$ cat src/common/fcsr_pkg.sv
// Function
// two-bit latency code in config bits 7:6 picks initial read dummy cycles
// protection-origin bit 5 set measures protected range from lowest address
// parameter-location bit 2 set puts 4-kB sectors at top; uniform reserves
// config bit 1 set runs the interface in quad mode, else dual/single
// freeze bit 0 set refuses block-protect, origin, location and otp changes; the code still lets bp_volatile_select be raised while frozen
// second status bit 7 set makes block erase 256 kB, else 64 kB
// second status bit 5 set makes idle io3 a reset input, else hold
// second status bit 1 reads one while an erase is suspended
// second status bit 0 reads one while a program is suspended
// register writes accepted only while the write-enable latch is set
// otp bits only go zero to one and persist across power cycles
package fcsr_pkg;

  // configuration register, msb first
  typedef struct packed {
    logic [1:0] latency_code;
    logic       protect_origin_select;
    logic       reserved;
    logic       bp_volatile_select;
    logic       param_sector_location;
    logic       quad_enable;
    logic       freeze;
  } fcsr_cfg_s;

  // second status register, msb first
  typedef struct packed {
    logic       erase_size_select;
    logic       page_wrap_select;
    logic       io3_function_select;
    logic [2:0] reserved;
    logic       erase_suspended_flag;
    logic       program_suspended_flag;
  } fcsr_sr2_s;

  // image kept in non-volatile storage
  typedef struct packed {
    fcsr_cfg_s cfg;
    fcsr_sr2_s sr2;
  } fcsr_nv_s;

  localparam int FCSR_LATENCY_HIGH_BIT = 7;
  localparam int FCSR_LATENCY_LOW_BIT  = 6;
  localparam int FCSR_PROT_ORIGIN_BIT  = 5;
  localparam int FCSR_BP_VOLATILE_BIT  = 3;
  localparam int FCSR_PARAM_LOC_BIT    = 2;
  localparam int FCSR_QUAD_BIT         = 1;
  localparam int FCSR_FREEZE_BIT       = 0;
  localparam int FCSR_ERASE_SIZE_BIT   = 7;
  localparam int FCSR_PAGE_WRAP_BIT    = 6;
  localparam int FCSR_IO3_FUNC_BIT     = 5;
  localparam int FCSR_ERASE_SUSP_BIT   = 1;
  localparam int FCSR_PROG_SUSP_BIT    = 0;

  localparam logic [7:0] FCSR_CFG_RESET = 8'h00;
  localparam logic [7:0] FCSR_SR2_RESET = 8'h00;
  localparam int         FCSR_SYNC_WIDTH = 1;

  typedef enum logic [2:0] {
    FCSR_ST_LOAD   = 3'b001,
    FCSR_ST_IDLE   = 3'b010,
    FCSR_ST_COMMIT = 3'b100
  } fcsr_state_e;

endpackage : fcsr_pkg

$ cat src/rtl/fcsr_sync2.sv
`timescale 1ns/100ps
module fcsr_sync2
  import fcsr_pkg::*;
#(
  parameter int WIDTH = FCSR_SYNC_WIDTH
)(
  input  wire logic             i_sys_clk,
  input  wire logic             i_reset,
  input  wire logic [WIDTH-1:0] i_async,
  output logic      [WIDTH-1:0] o_sync
);

  logic [WIDTH-1:0] stage_one;

  // first stage feeds only the second stage
  genvar gi;
  generate
    for (gi = 0; gi < WIDTH; gi = gi + 1)
    begin : g_bit
      always_ff @(posedge i_sys_clk)
      begin
        if (i_reset)
        begin
          stage_one[gi] <= 1'b1;
          o_sync[gi]    <= 1'b1;
        end
        else
        begin
          stage_one[gi] <= i_async[gi];
          o_sync[gi]    <= stage_one[gi];
        end
      end
    end
  endgenerate

endmodule : fcsr_sync2

$ cat src/rtl/fcsr_regs.sv
`timescale 1ns/100ps
module fcsr_regs
  import fcsr_pkg::*;
(
  input  wire logic      i_sys_clk,
  input  wire logic      i_reset,
  input  wire fcsr_nv_s  i_nv_image,
  input  wire logic      i_cfg_wr_valid,
  input  wire fcsr_cfg_s i_cfg_wr_data,
  input  wire logic      i_sr2_wr_valid,
  input  wire fcsr_sr2_s i_sr2_wr_data,
  input  wire logic      i_write_enable_latch,
  input  wire logic      i_bp_change_req,
  input  wire logic      i_otp_change_req,
  input  wire logic      i_erase_suspended,
  input  wire logic      i_program_suspended,
  input  wire logic      i_io3_pin,
  input  wire logic      i_io3_data_phase,
  output fcsr_cfg_s      o_cfg,
  output fcsr_sr2_s      o_sr2,
  output logic           o_ready,
  output logic           o_write_refused,
  output logic           o_nv_write,
  output fcsr_nv_s       o_nv_data,
  output logic           o_bp_change_ok,
  output logic           o_otp_change_ok,
  output logic [1:0]     o_latency_code,
  output logic           o_protect_from_low,
  output logic           o_param_at_top,
  output logic           o_quad_mode,
  output logic           o_erase_256k,
  output logic           o_wrap_512,
  output logic           o_io3_reset_n,
  output logic           o_hold_n
);

  ////////////////////////////////////////////////////////////////////////////
  // state and register storage

  fcsr_state_e state;
  fcsr_state_e next_state;
  fcsr_cfg_s   cfg;
  fcsr_cfg_s   next_cfg;
  fcsr_sr2_s   sr2;
  fcsr_sr2_s   next_sr2;
  logic        io3_sync;

  ////////////////////////////////////////////////////////////////////////////
  // decode of write requests

  wire logic any_write;
  wire logic write_ok;
  wire logic cfg_take;
  wire logic sr2_take;
  wire logic in_idle;
  wire logic in_load;
  wire logic uniform_layout;

  assign in_idle   = (state == FCSR_ST_IDLE);
  assign in_load   = (state == FCSR_ST_LOAD);
  assign any_write = i_cfg_wr_valid | i_sr2_wr_valid;
  // writes during load or commit are dropped; the nv image must stay whole
  assign write_ok  = in_idle & i_write_enable_latch;
  assign cfg_take  = i_cfg_wr_valid & write_ok;
  assign sr2_take  = i_sr2_wr_valid & write_ok;

  assign uniform_layout = sr2.erase_size_select;

  ////////////////////////////////////////////////////////////////////////////
  // next configuration value

  wire logic       frozen;
  wire logic       next_origin;
  wire logic       next_location;
  wire logic       next_bp_volatile;
  wire logic       next_freeze;

  assign frozen = cfg.freeze;

  // otp bits can only be raised; freeze blocks the raise of origin and location, not of bp_volatile_select
  assign next_origin = frozen ? cfg.protect_origin_select
    : (cfg.protect_origin_select | i_cfg_wr_data.protect_origin_select);
  assign next_location = frozen ? cfg.param_sector_location
    : (cfg.param_sector_location | i_cfg_wr_data.param_sector_location);
  assign next_bp_volatile =
    cfg.bp_volatile_select | i_cfg_wr_data.bp_volatile_select;
  // freeze stays set until reset, so software cannot unlock itself
  assign next_freeze = cfg.freeze | i_cfg_wr_data.freeze;

  always_comb
  begin
    next_cfg = cfg;
    if (in_load)
    begin
      next_cfg        = i_nv_image.cfg;
      next_cfg.freeze = 1'b0;
      next_cfg.reserved = 1'b0;
    end
    else if (cfg_take)
    begin
      next_cfg.latency_code          = i_cfg_wr_data.latency_code;
      next_cfg.protect_origin_select = next_origin;
      next_cfg.reserved              = 1'b0;
      next_cfg.bp_volatile_select    = next_bp_volatile;
      next_cfg.param_sector_location = next_location;
      next_cfg.quad_enable           = i_cfg_wr_data.quad_enable;
      next_cfg.freeze                = next_freeze;
    end
  end

  ////////////////////////////////////////////////////////////////////////////
  // next second status value

  always_comb
  begin
    next_sr2 = sr2;
    if (in_load)
    begin
      next_sr2.erase_size_select   = i_nv_image.sr2.erase_size_select;
      next_sr2.page_wrap_select    = i_nv_image.sr2.page_wrap_select;
      next_sr2.io3_function_select = i_nv_image.sr2.io3_function_select;
    end
    else if (sr2_take)
    begin
      next_sr2.erase_size_select = sr2.erase_size_select
        | i_sr2_wr_data.erase_size_select;
      next_sr2.page_wrap_select = sr2.page_wrap_select
        | i_sr2_wr_data.page_wrap_select;
      next_sr2.io3_function_select = sr2.io3_function_select
        | i_sr2_wr_data.io3_function_select;
    end
    // suspend flags follow the engine and ignore any write
    next_sr2.reserved               = 3'h0;
    next_sr2.erase_suspended_flag   = i_erase_suspended;
    next_sr2.program_suspended_flag = i_program_suspended;
  end

  ////////////////////////////////////////////////////////////////////////////
  // sequencing: load image, serve writes, commit image

  always_comb
  begin
    next_state = state;
    case (state)
      FCSR_ST_LOAD:
      begin
        next_state = FCSR_ST_IDLE;
      end
      FCSR_ST_IDLE:
      begin
        if (cfg_take | sr2_take)
        begin
          next_state = FCSR_ST_COMMIT;
        end
      end
      FCSR_ST_COMMIT:
      begin
        next_state = FCSR_ST_IDLE;
      end
      default:
      begin
        next_state = FCSR_ST_LOAD;
      end
    endcase
  end

  always_ff @(posedge i_sys_clk)
  begin
    if (i_reset)
    begin
      state <= FCSR_ST_LOAD;
      cfg   <= fcsr_cfg_s'(FCSR_CFG_RESET);
      sr2   <= fcsr_sr2_s'(FCSR_SR2_RESET);
    end
    else
    begin
      state <= next_state;
      cfg   <= next_cfg;
      sr2   <= next_sr2;
    end
  end

  ////////////////////////////////////////////////////////////////////////////
  // non-volatile commit and refusal report

  always_ff @(posedge i_sys_clk)
  begin
    if (i_reset)
    begin
      o_nv_write      <= 1'b0;
      o_nv_data       <= '0;
      o_write_refused <= 1'b0;
    end
    else
    begin
      // image is written one cycle after the registers took the write
      o_nv_write      <= (state == FCSR_ST_COMMIT);
      o_nv_data.cfg   <= cfg;
      o_nv_data.sr2   <= sr2;
      o_write_refused <= any_write & ~write_ok;
    end
  end

  ////////////////////////////////////////////////////////////////////////////
  // io3 pin: synchronised, then routed by its function select

  fcsr_sync2 #(
    .WIDTH (FCSR_SYNC_WIDTH)
  ) u_io3_sync (
    .i_sys_clk (i_sys_clk),
    .i_reset   (i_reset),
    .i_async   (i_io3_pin),
    .o_sync    (io3_sync)
  );

  wire logic io3_is_control;
  wire logic next_io3_reset_n;
  wire logic next_hold_n;

  // in quad mode the pin carries data during data phases and is ignored
  assign io3_is_control = ~(cfg.quad_enable & i_io3_data_phase);
  assign next_io3_reset_n = ~(io3_is_control & sr2.io3_function_select
    & ~io3_sync);
  assign next_hold_n = ~(io3_is_control & ~sr2.io3_function_select
    & ~io3_sync);

  ////////////////////////////////////////////////////////////////////////////
  // decoded controls, all registered

  wire logic next_bp_change_ok;
  wire logic next_otp_change_ok;

  assign next_bp_change_ok  = i_bp_change_req & ~cfg.freeze
    & i_write_enable_latch;
  assign next_otp_change_ok = i_otp_change_req & ~cfg.freeze
    & i_write_enable_latch;

  // decoded copies are registered so their users see clean levels
  always_ff @(posedge i_sys_clk)
  begin
    if (i_reset)
    begin
      o_latency_code     <= 2'h0;
      o_protect_from_low <= 1'b0;
      o_param_at_top     <= 1'b0;
      o_quad_mode        <= 1'b0;
      o_erase_256k       <= 1'b0;
      o_wrap_512         <= 1'b0;
    end
    else
    begin
      o_latency_code     <= cfg.latency_code;
      o_protect_from_low <= cfg.protect_origin_select;
      // uniform layout has no parameter sectors, so the bit is ignored
      o_param_at_top     <= cfg.param_sector_location
        & ~uniform_layout;
      o_quad_mode        <= cfg.quad_enable;
      o_erase_256k       <= sr2.erase_size_select;
      o_wrap_512         <= sr2.page_wrap_select;
    end
  end

  // io3 controls idle high, so reset never looks like a pin event
  always_ff @(posedge i_sys_clk)
  begin
    if (i_reset)
    begin
      o_io3_reset_n <= 1'b1;
      o_hold_n      <= 1'b1;
    end
    else
    begin
      o_io3_reset_n <= next_io3_reset_n;
      o_hold_n      <= next_hold_n;
    end
  end

  ////////////////////////////////////////////////////////////////////////////
  // protect checks: a request in the cycle that writes freeze is still granted

  always_ff @(posedge i_sys_clk)
  begin
    if (i_reset)
    begin
      o_bp_change_ok  <= 1'b0;
      o_otp_change_ok <= 1'b0;
    end
    else
    begin
      o_bp_change_ok  <= next_bp_change_ok;
      o_otp_change_ok <= next_otp_change_ok;
    end
  end

  ////////////////////////////////////////////////////////////////////////////
  // read-back

  assign o_cfg   = cfg;
  assign o_sr2   = sr2;
  assign o_ready = in_idle;

endmodule : fcsr_regs

$ cat config.mk
export PLATFORM = sky130hd
export DESIGN_NAME = fcsr_regs
export DESIGN_NICKNAME = d
export VERILOG_FILES = /design/src/common/fcsr_pkg.sv /design/src/rtl/fcsr_sync2.sv /design/src/rtl/fcsr_regs.sv
export SDC_FILE = /design/constraint.sdc
export NUM_CORES = 1
export LEC_CHECK = 0
export ABC_CLOCK_PERIOD_IN_PS = 1620
export BUFFER_PORTS_ARGS = -buffer_cell sky130_fd_sc_hd__buf_4
export CAP_MARGIN = 0
export CORE_ASPECT_RATIO = 1.25
export CORE_MARGIN = 2
export CORE_UTILIZATION = 41
export DETAILED_ROUTE_END_ITERATION = 7
export GPL_TIMING_DRIVEN = 1
export PLACE_DENSITY = 0.78
export SYNTH_ARGS = -nofsm -noshare
export SYNTH_HDL_FRONTEND = slang
export SYNTH_SLANG_ARGS = --single-unit
$ cat constraint.sdc
create_clock -name i_sys_clk -period 1.62 [get_ports i_sys_clk]
set_input_delay 0.405 -clock i_sys_clk [delete_from_list [all_inputs] [get_ports i_sys_clk]]
set_output_delay 0.405 -clock i_sys_clk [all_outputs]
set_load 0.1 [all_outputs]
== Word-level counts from Yosys, hierarchy flattened ==
Cells that the tools add are included.

* Flip-flop bits (word level): 42
* Input port bits: 43
* Output and inout bits: 46
* Word-level logic and storage cells: 83

* Equality and inequality tests: 5
* Muxes and demuxes: 8
* Bitwise logic cells: 31
* Reduce and logical (&&, ||, !) cells: 5

{| class="wikitable"
|+ Operators by type and width
! cell !! count
|-
| 2-to-1 mux 8 bit || 2
|-
| AND 1 bit || 14
|-
| 2-to-1 mux 3 bit || 3
|-
| bitwise OR 1 bit || 9
|-
| NOT 1 bit || 8
|-
| one-hot mux 3 bit (2 select lines) || 1
|-
| != test 2 x 1 -> 1 bit, second input constant || 2
|-
| nonzero test 2 bit || 2
|-
| OR reduction 2 bit || 2
|-
| == test 3 x 1 -> 1 bit, second input constant || 1
|-
| == test 3 x 2 -> 1 bit, second input constant || 1
|-
| == test 3 bit, second input constant || 1
|-
| 2-to-1 mux 1 bit || 2
|-
| AND reduction 2 bit || 1
|}

== Logic depth before layout (Yosys ltp) ==
Gate-level depths: netlist (run 1).

* Depth in word-level cells: 6
* Depth in mapped cells: 4
* Gate-level depth less buffers: 3

== Modules after synthesis ==
Synthesis (run 1) repeated with hierarchy kept, for this count alone.

* Cell total of the unflattened synthesis: 133
* Area, all modules: 1362.6 sq um

{| class="wikitable"
|+ Modules (own cells, without submodules)
! module !! instances !! cells each !! area each (sq um) !! sequential area each (sq um)
|-
| fcsr_regs || 1 || 129 || 1310.0 || 680.7
|-
| fcsr_sync2 || 1 || 4 || 52.6 || 40.0
|}

== Least setup slack after synthesis (run 1) ==
Ideal clock, no wire load.

* Kind: reg2out
* Start: register state[1]
* End: output o_ready
* Arrival: 2695 ps
* Data required time: 1215 ps
* Slack: -1480 ps
* Stages on the path, launching flop included: 2
* Cells stage by stage: dfxtp_1 > nor3b_1

* Word-level cells in the longest chain between the ends: 1

{| class="wikitable"
|+ RTL lines
! element !! line !! text
|-
| start, declared || fcsr_regs.sv:40 || <nowiki>fcsr_state_e state;</nowiki>
|-
| start signal, assigned || fcsr_regs.sv:177 || <nowiki>state <= next_state;</nowiki>
|-
| == test 3 x 2 -> 1 bit || fcsr_regs.sv:59 || <nowiki>assign in_idle = (state == FCSR_ST_IDLE);</nowiki>
|-
| end, declared || fcsr_regs.sv:21 || <nowiki>output logic o_ready,</nowiki>
|}

No other way between the ends.

== Final worst setup path (run 1) ==
* Start: register state[2]
* End: output o_ready

Same word-level chain as after synthesis.

==> metrics.yaml, run 1 <==
cts_sinks: 36
grt_pass1_wl_um: 4820
ys_ff_latch: 36
cp-start-kind: "flip-flop"
r2r-start: "state[2]"
die_y_um: 68.5
setup_violations: 0
htree_levels: 2
clockRootBuffer: "clkbuf_8"
track_usage_pct: 16.7
num_rows: 23
die-area_mm2: 0.00380
arrival_ns: 1.16
final.min_clock_period_ns: 1.57
io_buffer_count: 67
die_w_um: 55.6
gr-total-overflow: 0
antenna_cells: 0
drc: 0
syn_area_mm2: 0.00136
r2r_slack_ns: 0.19
routedWlPerCell_um: 13.8
hp-class: "in2reg"
cts_made_buffers: 5
p_leak_nw: 0.865
p_per_area_mw_per_mm2: 1520
dr.pass1.iters: 4
worstPathRequired_ns: 1.21
r2r_cells: 3
endpoint: "o_ready"
final_area_mm2: 0.00193
drt_wl_total_um: 3180
io_pins: 89
tightest_slew_ns: 0.499
dpl_cell_area_mm2: 0.00180
slew_viol_final: 0
cp_max_fo: 8
max-clock-path-buffers: 2
critPathLaunch: "state[2]"
vias: 1152
dp_cells: 222
ys_warn_count: 0
grt_max_degree: 35
layout_common_cells: "67 x buf_4, 29 x dfxtp_1, 17 x nor2b_1"
synth_area_leaders: "dfxtp_1 53%, buf_4 9.4%, nor2b_1 7.8%, a311oi_1 3.9%, nor3_1 3.3%"
avgViaCountPerCell: 4.99
syn_inst: 133
yosysTopAreaCell: "dfxtp_1"
grt_pass1_vias: 1066
worstSetupPathType: "reg2out"
critPathCaptureType: "output port"
final_nets: 236
fin_crit_sh_pct: 96.9
stdcell_count: 231
nFillCells: 263
skew_ns: 0.00331
start_util_pct: 42.7
fin_total_pwr_mw: 2.93
clock_latency_ns: 0.29
drtIter0Drc: 34
max-vdd-ir-drop_v: 0.00106
postCtsHoldBufs: 0
synthDistinctLibCells: 27
max_freq_mhz: 637
yosysSeqAreaShare_pct: 52.9
drive_gt1_share_pct: 46.4
cap_viol_max_count: 0
antenna_found_initial: 0
setup_tns_ns: 0
hpwl_um: 2380
postRouteAntennaNets: 0
max_slew_margin_pct: 66.6
cts_tree: "yes"
area_growth_pct: 41.7
clk_pin_slew_ns: 0.07
core-area_mm2: 0.00319
reg2reg_to: "o_cfg[6]"
status: "completed"
final_common_cell: "buf_4"
syn_area_per_cell_um2: 10.2
rsz0062_at_grt: "false"
gp_congestion: 0.736
final_hold_viol_count: 0
synth_top_area_share_pct: 52.9
holdWs_ns: 0.319
[metrics by stage]
step / setup WS (ns) / util, %
detailed placement: 0.169 / 56.4
global placement: 0.198 / 56.4
CTS: 0.00474 / 59.9
finish: 0.0508 / 60.4
global route: 0.00575 / 60.4
floorplan: -0.0361 / -
[what timing repair did]
| item | CTS | global route |
|---|---|---|
| pin swaps | 0 | 1 |
| resized for setup | 1 | 2 |
| buffers inserted | 0 | 1 |
| setup endpoints to repair | 1 | 1 |
| endpoints found under the hold margin | 0 | 0 |
[cell type report]
| type | instances | area, um2 | share of cell area (%) |
|---|---|---|---|
| Clock buffer | 6 | 72.6 | 3.76 |
| Clock inverter | 2 | 35.0 | 1.81 |
| Inverter | 1 | 3.75 | 0.194 |
| Multi-Input combinational cell | 81 | 520 | 27.0 |
| Sequential cell | 36 | 729 | 37.8 |
| Tap cell | 37 | 46.3 | 2.40 |
| Timing Repair Buffer | 68 | 523 | 27.1 |
[worst max-delay path: stages, from the launching register on]
cell	delay, ns
dfxtp_1	0.40
nor3b_4	0.27
buf_12	0.21
[report_power, final]
part | leakage, nW | internal (mW) | switching (mW)
logic | 0.510 | 0.259 | 0.878
registers | 0.299 | 0.972 | 0.0605
clock network | 0.0552 | 0.456 | 0.305
total | 0.865 | 1.69 | 1.24
[state kept, by name, summed over array words and instances, names as in the netlist, 2 cells and up]
| signal | flops |
|---|---|
| o_cfg | 6 |
| o_latency_code | 2 |
| o_nv_data | 6 |
| o_sr2 | 4 |
| state | 3 |
[cell families (layout without fill, tap and decap cells)]
| logic type | Yosys count | count (layout) | share of synthesized area (%) |
|---|---|---|---|
| other | 1 | 8 | 0.275 |
| flip-flops | 36 | 36 | 52.9 |
| AND/OR/NAND/NOR | 55 | 55 | 24.0 |
| AO/OA/AOI/OAI | 18 | 18 | 11.2 |
| buffers and inverters | 23 | 77 | 11.7 |
[worst min-delay path by stage]
stage / cells past startpoint / to / from / slack (ns)
after floorplan: 1 / u_io3_sync.o_sync / u_io3_sync.stage_one / 0.39
after global placement: 1 / u_io3_sync.o_sync / u_io3_sync.stage_one / 0.39
after detailed placement: 1 / u_io3_sync.o_sync / u_io3_sync.stage_one / 0.41
after CTS: 2 / u_io3_sync.stage_one / i_io3_pin / 0.31
after global routing: 2 / u_io3_sync.stage_one / i_io3_pin / 0.31
final: 2 / u_io3_sync.stage_one / i_io3_pin / 0.32
[cells in the mapped netlist]
library cell / instances
dfxtp_1: 36
buf_4: 17
nor2b_1: 17
nor2_1: 12
nor3_1: 9
a311oi_1: 6
o21ai_0: 4
a311oi_2: 3
clkbuf_1: 3
nand2_1: 3
nand3_1: 3
nor4bb_1: 3
a31oi_1: 2
or2_2: 2
a211oi_1: 1
a21o_1: 1
and4bb_1: 1
buf_2: 1
buf_6: 1
conb_1: 1
inv_1: 1
nand2b_1: 1
nand4bb_1: 1
nor3b_1: 1
nor3b_2: 1
o21bai_1: 1
or3b_4: 1
[per-layer routing]
metal  routed length, um  track usage, %  vias up
li1                    -               -      554
met2                1690            30.8       52
met3                 231            5.10        6
met4                  61            10.1        0
met5                   0               0        -
met1                1190            16.8      540
(Power assumes the default switching activity.)
==> inputs of run 2 (changes only) <==
--- a/constraint.sdc
+++ b/constraint.sdc
@@ -3,2 +3,2 @@
 set_output_delay 0.405 -clock i_sys_clk [all_outputs]
-set_load 0.1 [all_outputs]
+set_load 0.02 [all_outputs]
==> metrics.yaml, run 2 (synthesized netlist as in run 1, its figures left out) <==
hold_start: "i_io3_pin"
num_rows: 23
core-area_mm2: 0.00319
status: "completed"
drt_wl_total_um: 3190
reg2reg_to: "o_cfg[6]"
cp-start-kind: "flip-flop"
layout_common_cells: "67 x buf_4, 35 x dfxtp_1, 17 x nor2b_1"
vias: 1121
gp_congestion: 0.700
grt_pass1_vias: 1037
die_w_um: 55.6
final_hold_viol_count: 0
holdWs_ns: 0.295
worstPathRequired_ns: 1.21
die_y_um: 68.5
start_util_pct: 42.7
r2r_slack_ns: 0.26
dr.pass1.iters: 4
io_buffer_count: 67
clockRootBuffer: "clkbuf_8"
drtIter0Drc: 25
cp_cell_sequence: "nor3b_2 > buf_4"
antenna_cells: 0
fin_crit_sh_pct: 91.8
antenna_found_initial: 0
r2r-start: "state[0]"
drc: 0
final_common_cell: "buf_4"
final_nets: 235
slew_viol_final: 0
routedWlPerCell_um: 13.9
hp-class: "in2reg"
max-clock-path-buffers: 2
p_per_area_mw_per_mm2: 1230
max-vdd-ir-drop_v: 0.000733
critPathMaxStageDelay_ns: 0.38
cts_tree: "yes"
final.min_clock_period_ns: 1.49
cp_max_fo: 8
p_leak_nw: 0.853
postCtsHoldBufs: 0
clk_pin_slew_ns: 0.07
postRouteAntennaNets: 0
gr-total-overflow: 0
r2r_cells: 3
critPathCaptureType: "output port"
setup_tns_ns: 0
io_pins: 89
cp_slowest_cell: "dfxtp_1"
arrival_ns: 1.08
grt_max_degree: 35
cts_sinks: 36
drive_gt1_share_pct: 43.5
hold-path-cell-count: 2
rsz0062_at_grt: "false"
max_freq_mhz: 672
holdPathEnd: "u_io3_sync.stage_one"
fin_total_pwr_mw: 2.33
die-area_mm2: 0.00380
track_usage_pct: 16.6
grt_pass1_wl_um: 4650
cts_made_buffers: 5
avgViaCountPerCell: 4.87
worstSetupPathType: "reg2out"
cap_viol_max_count: 0
skew_ns: 0.00443
htree_levels: 2
area_growth_pct: 39.5
setup_violations: 0
clock_latency_ns: 0.29
hpwl_um: 2440
run 2: what timing repair did:
action	4_1_cts	5_1_grt
cloned	0	0
resized for setup	1	1
setup buffers	0	0
endpoints found under the setup margin	1	1
hold endpoints to repair	0	0
run 2: worst max-delay path: cells and delay by family (launching register included):
kind,cells,cell delay (ns)
flops,1,0.38
simple gates,1,0.24
buf+inv,1,0.17
run 2: per-layer routing:
| metal | vias to the layer above | share of wire [%] | global-route usage (%) |
|---|---|---|---|
| met5 | - | 0 | 0 |
| met4 | 0 | 3.6 | 11.3 |
| met3 | 8 | 7.0 | 5.67 |
| met2 | 48 | 53 | 29.9 |
| met1 | 509 | 37 | 16.4 |
| li1 | 556 | - | - |
run 2: stage by stage:
stage	setup slack, ns	std cells	utilization (%)	area [um2]
floorplan	0.205	140	-	1390
global placement	0.237	222	55.8	1780
detailed placement	0.189	222	55.8	1780
CTS	0.0379	230	59.5	1900
global route	0.0709	230	59.5	1900
finish	0.132	230	59.5	1900
run 2: final cells by class:
class / instances / area [um2]
Fill cell: 274 / 1290
Sequential cell: 36 / 722
Multi-Input combinational cell: 81 / 514
Timing Repair Buffer: 67 / 503
Clock buffer: 5 / 68.8
Tap cell: 37 / 46.3
Clock inverter: 3 / 42.5
Inverter: 1 / 3.75
run 2: report_power, final:
group          switching [mW]  total (mW)  internal [mW]  leakage [nW]
clock network           0.323       0.778          0.455        0.0541
registers              0.0619        1.03          0.969         0.297
logic                   0.279       0.525          0.246         0.502
run 2: worst max-delay path by stage:
stage	from	to	slack, ns	cells past startpoint
2_1_floorplan	state[1]	o_ready	0.20	1
3_3_place_gp	i_write_enable_latch	o_cfg[1]	0.24	4
3_5_place_dp	i_write_enable_latch	o_cfg[7]	0.19	4
4_1_cts	state[1]	o_ready	0.04	2
5_1_grt	state[2]	o_ready	0.07	2
6_report	state[2]	o_ready	0.13	2
==> inputs of run 3 (changes only) <==
Settings changed: CORE_UTILIZATION 41 to 43, CTS_BUF_LIST set to sky130_fd_sc_hd__clkbuf_4, PLACE_DENSITY 0.78 to 0.82.
==> metrics.yaml, run 3 (synthesized netlist as in run 1, its figures left out) <==
worstSetupPathType: "reg2out"
p_leak_nw: 0.845
critPathLaunch: "state[1]"
layout_common_cells: "67 x buf_4, 34 x dfxtp_1, 17 x nor2b_1"
cts_sinks: 36
nFillCells: 265
core-area_mm2: 0.00297
fin_crit_sh_pct: 94.1
grt_max_degree: 35
hpwl_um: 2210
rsz0062_at_grt: "false"
postCtsHoldBufs: 0
clk_pin_slew_ns: 0.10
die_w_um: 54.4
drt_wl_total_um: 2940
htree_levels: 2
regArea_um2: 726
r2r-start: "state[0]"
p_per_area_mw_per_mm2: 1160
slew_viol_final: 0
final_nets: 235
setup_tns_ns: 0
cp_max_fo: 8
final_common_cell: "buf_4"
start_util_pct: 45.8
gr-total-overflow: 0
hold_start: "i_io3_pin"
clockRootBuffer: "clkbuf_4"
grt_busiest_layer: "met2"
vias: 1147
max-clock-path-buffers: 2
max-vdd-ir-drop_v: 0.000994
final.min_clock_period_ns: 1.52
max_freq_mhz: 656
routedWlPerCell_um: 12.9
final_hold_viol_count: 0
skew_ns: 0.00216
num_rows: 22
antenna_cells: 0
drtIter0Drc: 27
dr.pass1.iters: 4
postRouteAntennaNets: 0
cp-start-kind: "flip-flop"
hp-class: "in2reg"
grt_use_met3_pct: 6.73
drive_gt1_share_pct: 44.0
antenna_found_initial: 0
gp_congestion: 0.799
drc: 0
status: "completed"
cts_made_buffers: 5
critPathCaptureType: "output port"
die-area_mm2: 0.00364
grt_util_met1_pct: 18.8
clock_latency_ns: 0.34
grt_pass1_wl_um: 4420
area_growth_pct: 37.4
die_y_um: 66.9
multiInputGateArea_um2: 514
io_pins: 89
cts_tree: "yes"
track_usage_pct: 17.5
setup_violations: 0
cap_viol_max_count: 0
met2_usage_pct: 28.3
io_buffer_count: 67
worstPathRequired_ns: 1.21
avgViaCountPerCell: 5.01
fin_total_pwr_mw: 2.17
grt_pass1_vias: 991
arrival_ns: 1.12
holdWs_ns: 0.242
==> run 3: worst max-delay path: stages (launching register included) <==
cell and delay [ns]:
dfxtp_4 0.40, nor3b_2 0.21, buf_4 0.17
==> run 3: worst paths after layout <==
check | to | slack [ns] | depth (start not counted)
max | o_ready | 0.1 | 2
min | u_io3_sync.stage_one | 0.24 | 2
max reg2reg | o_cfg[1] | 0.23 | 3
min reg2reg | u_io3_sync.o_sync | 0.42 | 1
==> run 3: timing repair <==
action | 4_1_cts | 5_1_grt
setup endpoints to repair | 1 | 1
gates resized for setup | 2 | 2
buffers inserted | 0 | 0
==> run 3: metal layers <==
metal	wire length, um	up-vias
met2	1390	60
li1	-	559
met5	0	-
met1	1160	521
met4	76	0
met3	309	7
==> run 3: report_power, final <==
part           total, mW  internal (mW)  switching, mW  leakage (nW)
Clock              0.619          0.340          0.279        0.0456
Sequential          1.03          0.969         0.0619         0.298
Combinational      0.524          0.246          0.279         0.502
Total               2.17           1.55          0.620         0.845
==> run 3: stage by stage <==
step / utilization (%) / setup slack [ns] / cells / cell area [um2]
floorplan: - / 0.205 / 140 / 1390
global placement: 59.9 / 0.216 / 221 / 1780
detailed placement: 59.9 / 0.184 / 221 / 1780
CTS: 62.8 / 0.0397 / 229 / 1870
global route: 63.0 / 0.0198 / 229 / 1870
finish: 63.0 / 0.0960 / 229 / 1870
==> run 3: final cells by class <==
| type | count | area share (%) |
|---|---|---|
| multi-input combinational | 81 | 27.5 |
| sequential | 36 | 38.8 |
| inverter | 1 | 0.201 |
| tap | 36 | 2.41 |
| timing repair buffer | 67 | 26.9 |
| clock inverter | 2 | 1.87 |
| clock buffer | 6 | 2.41 |
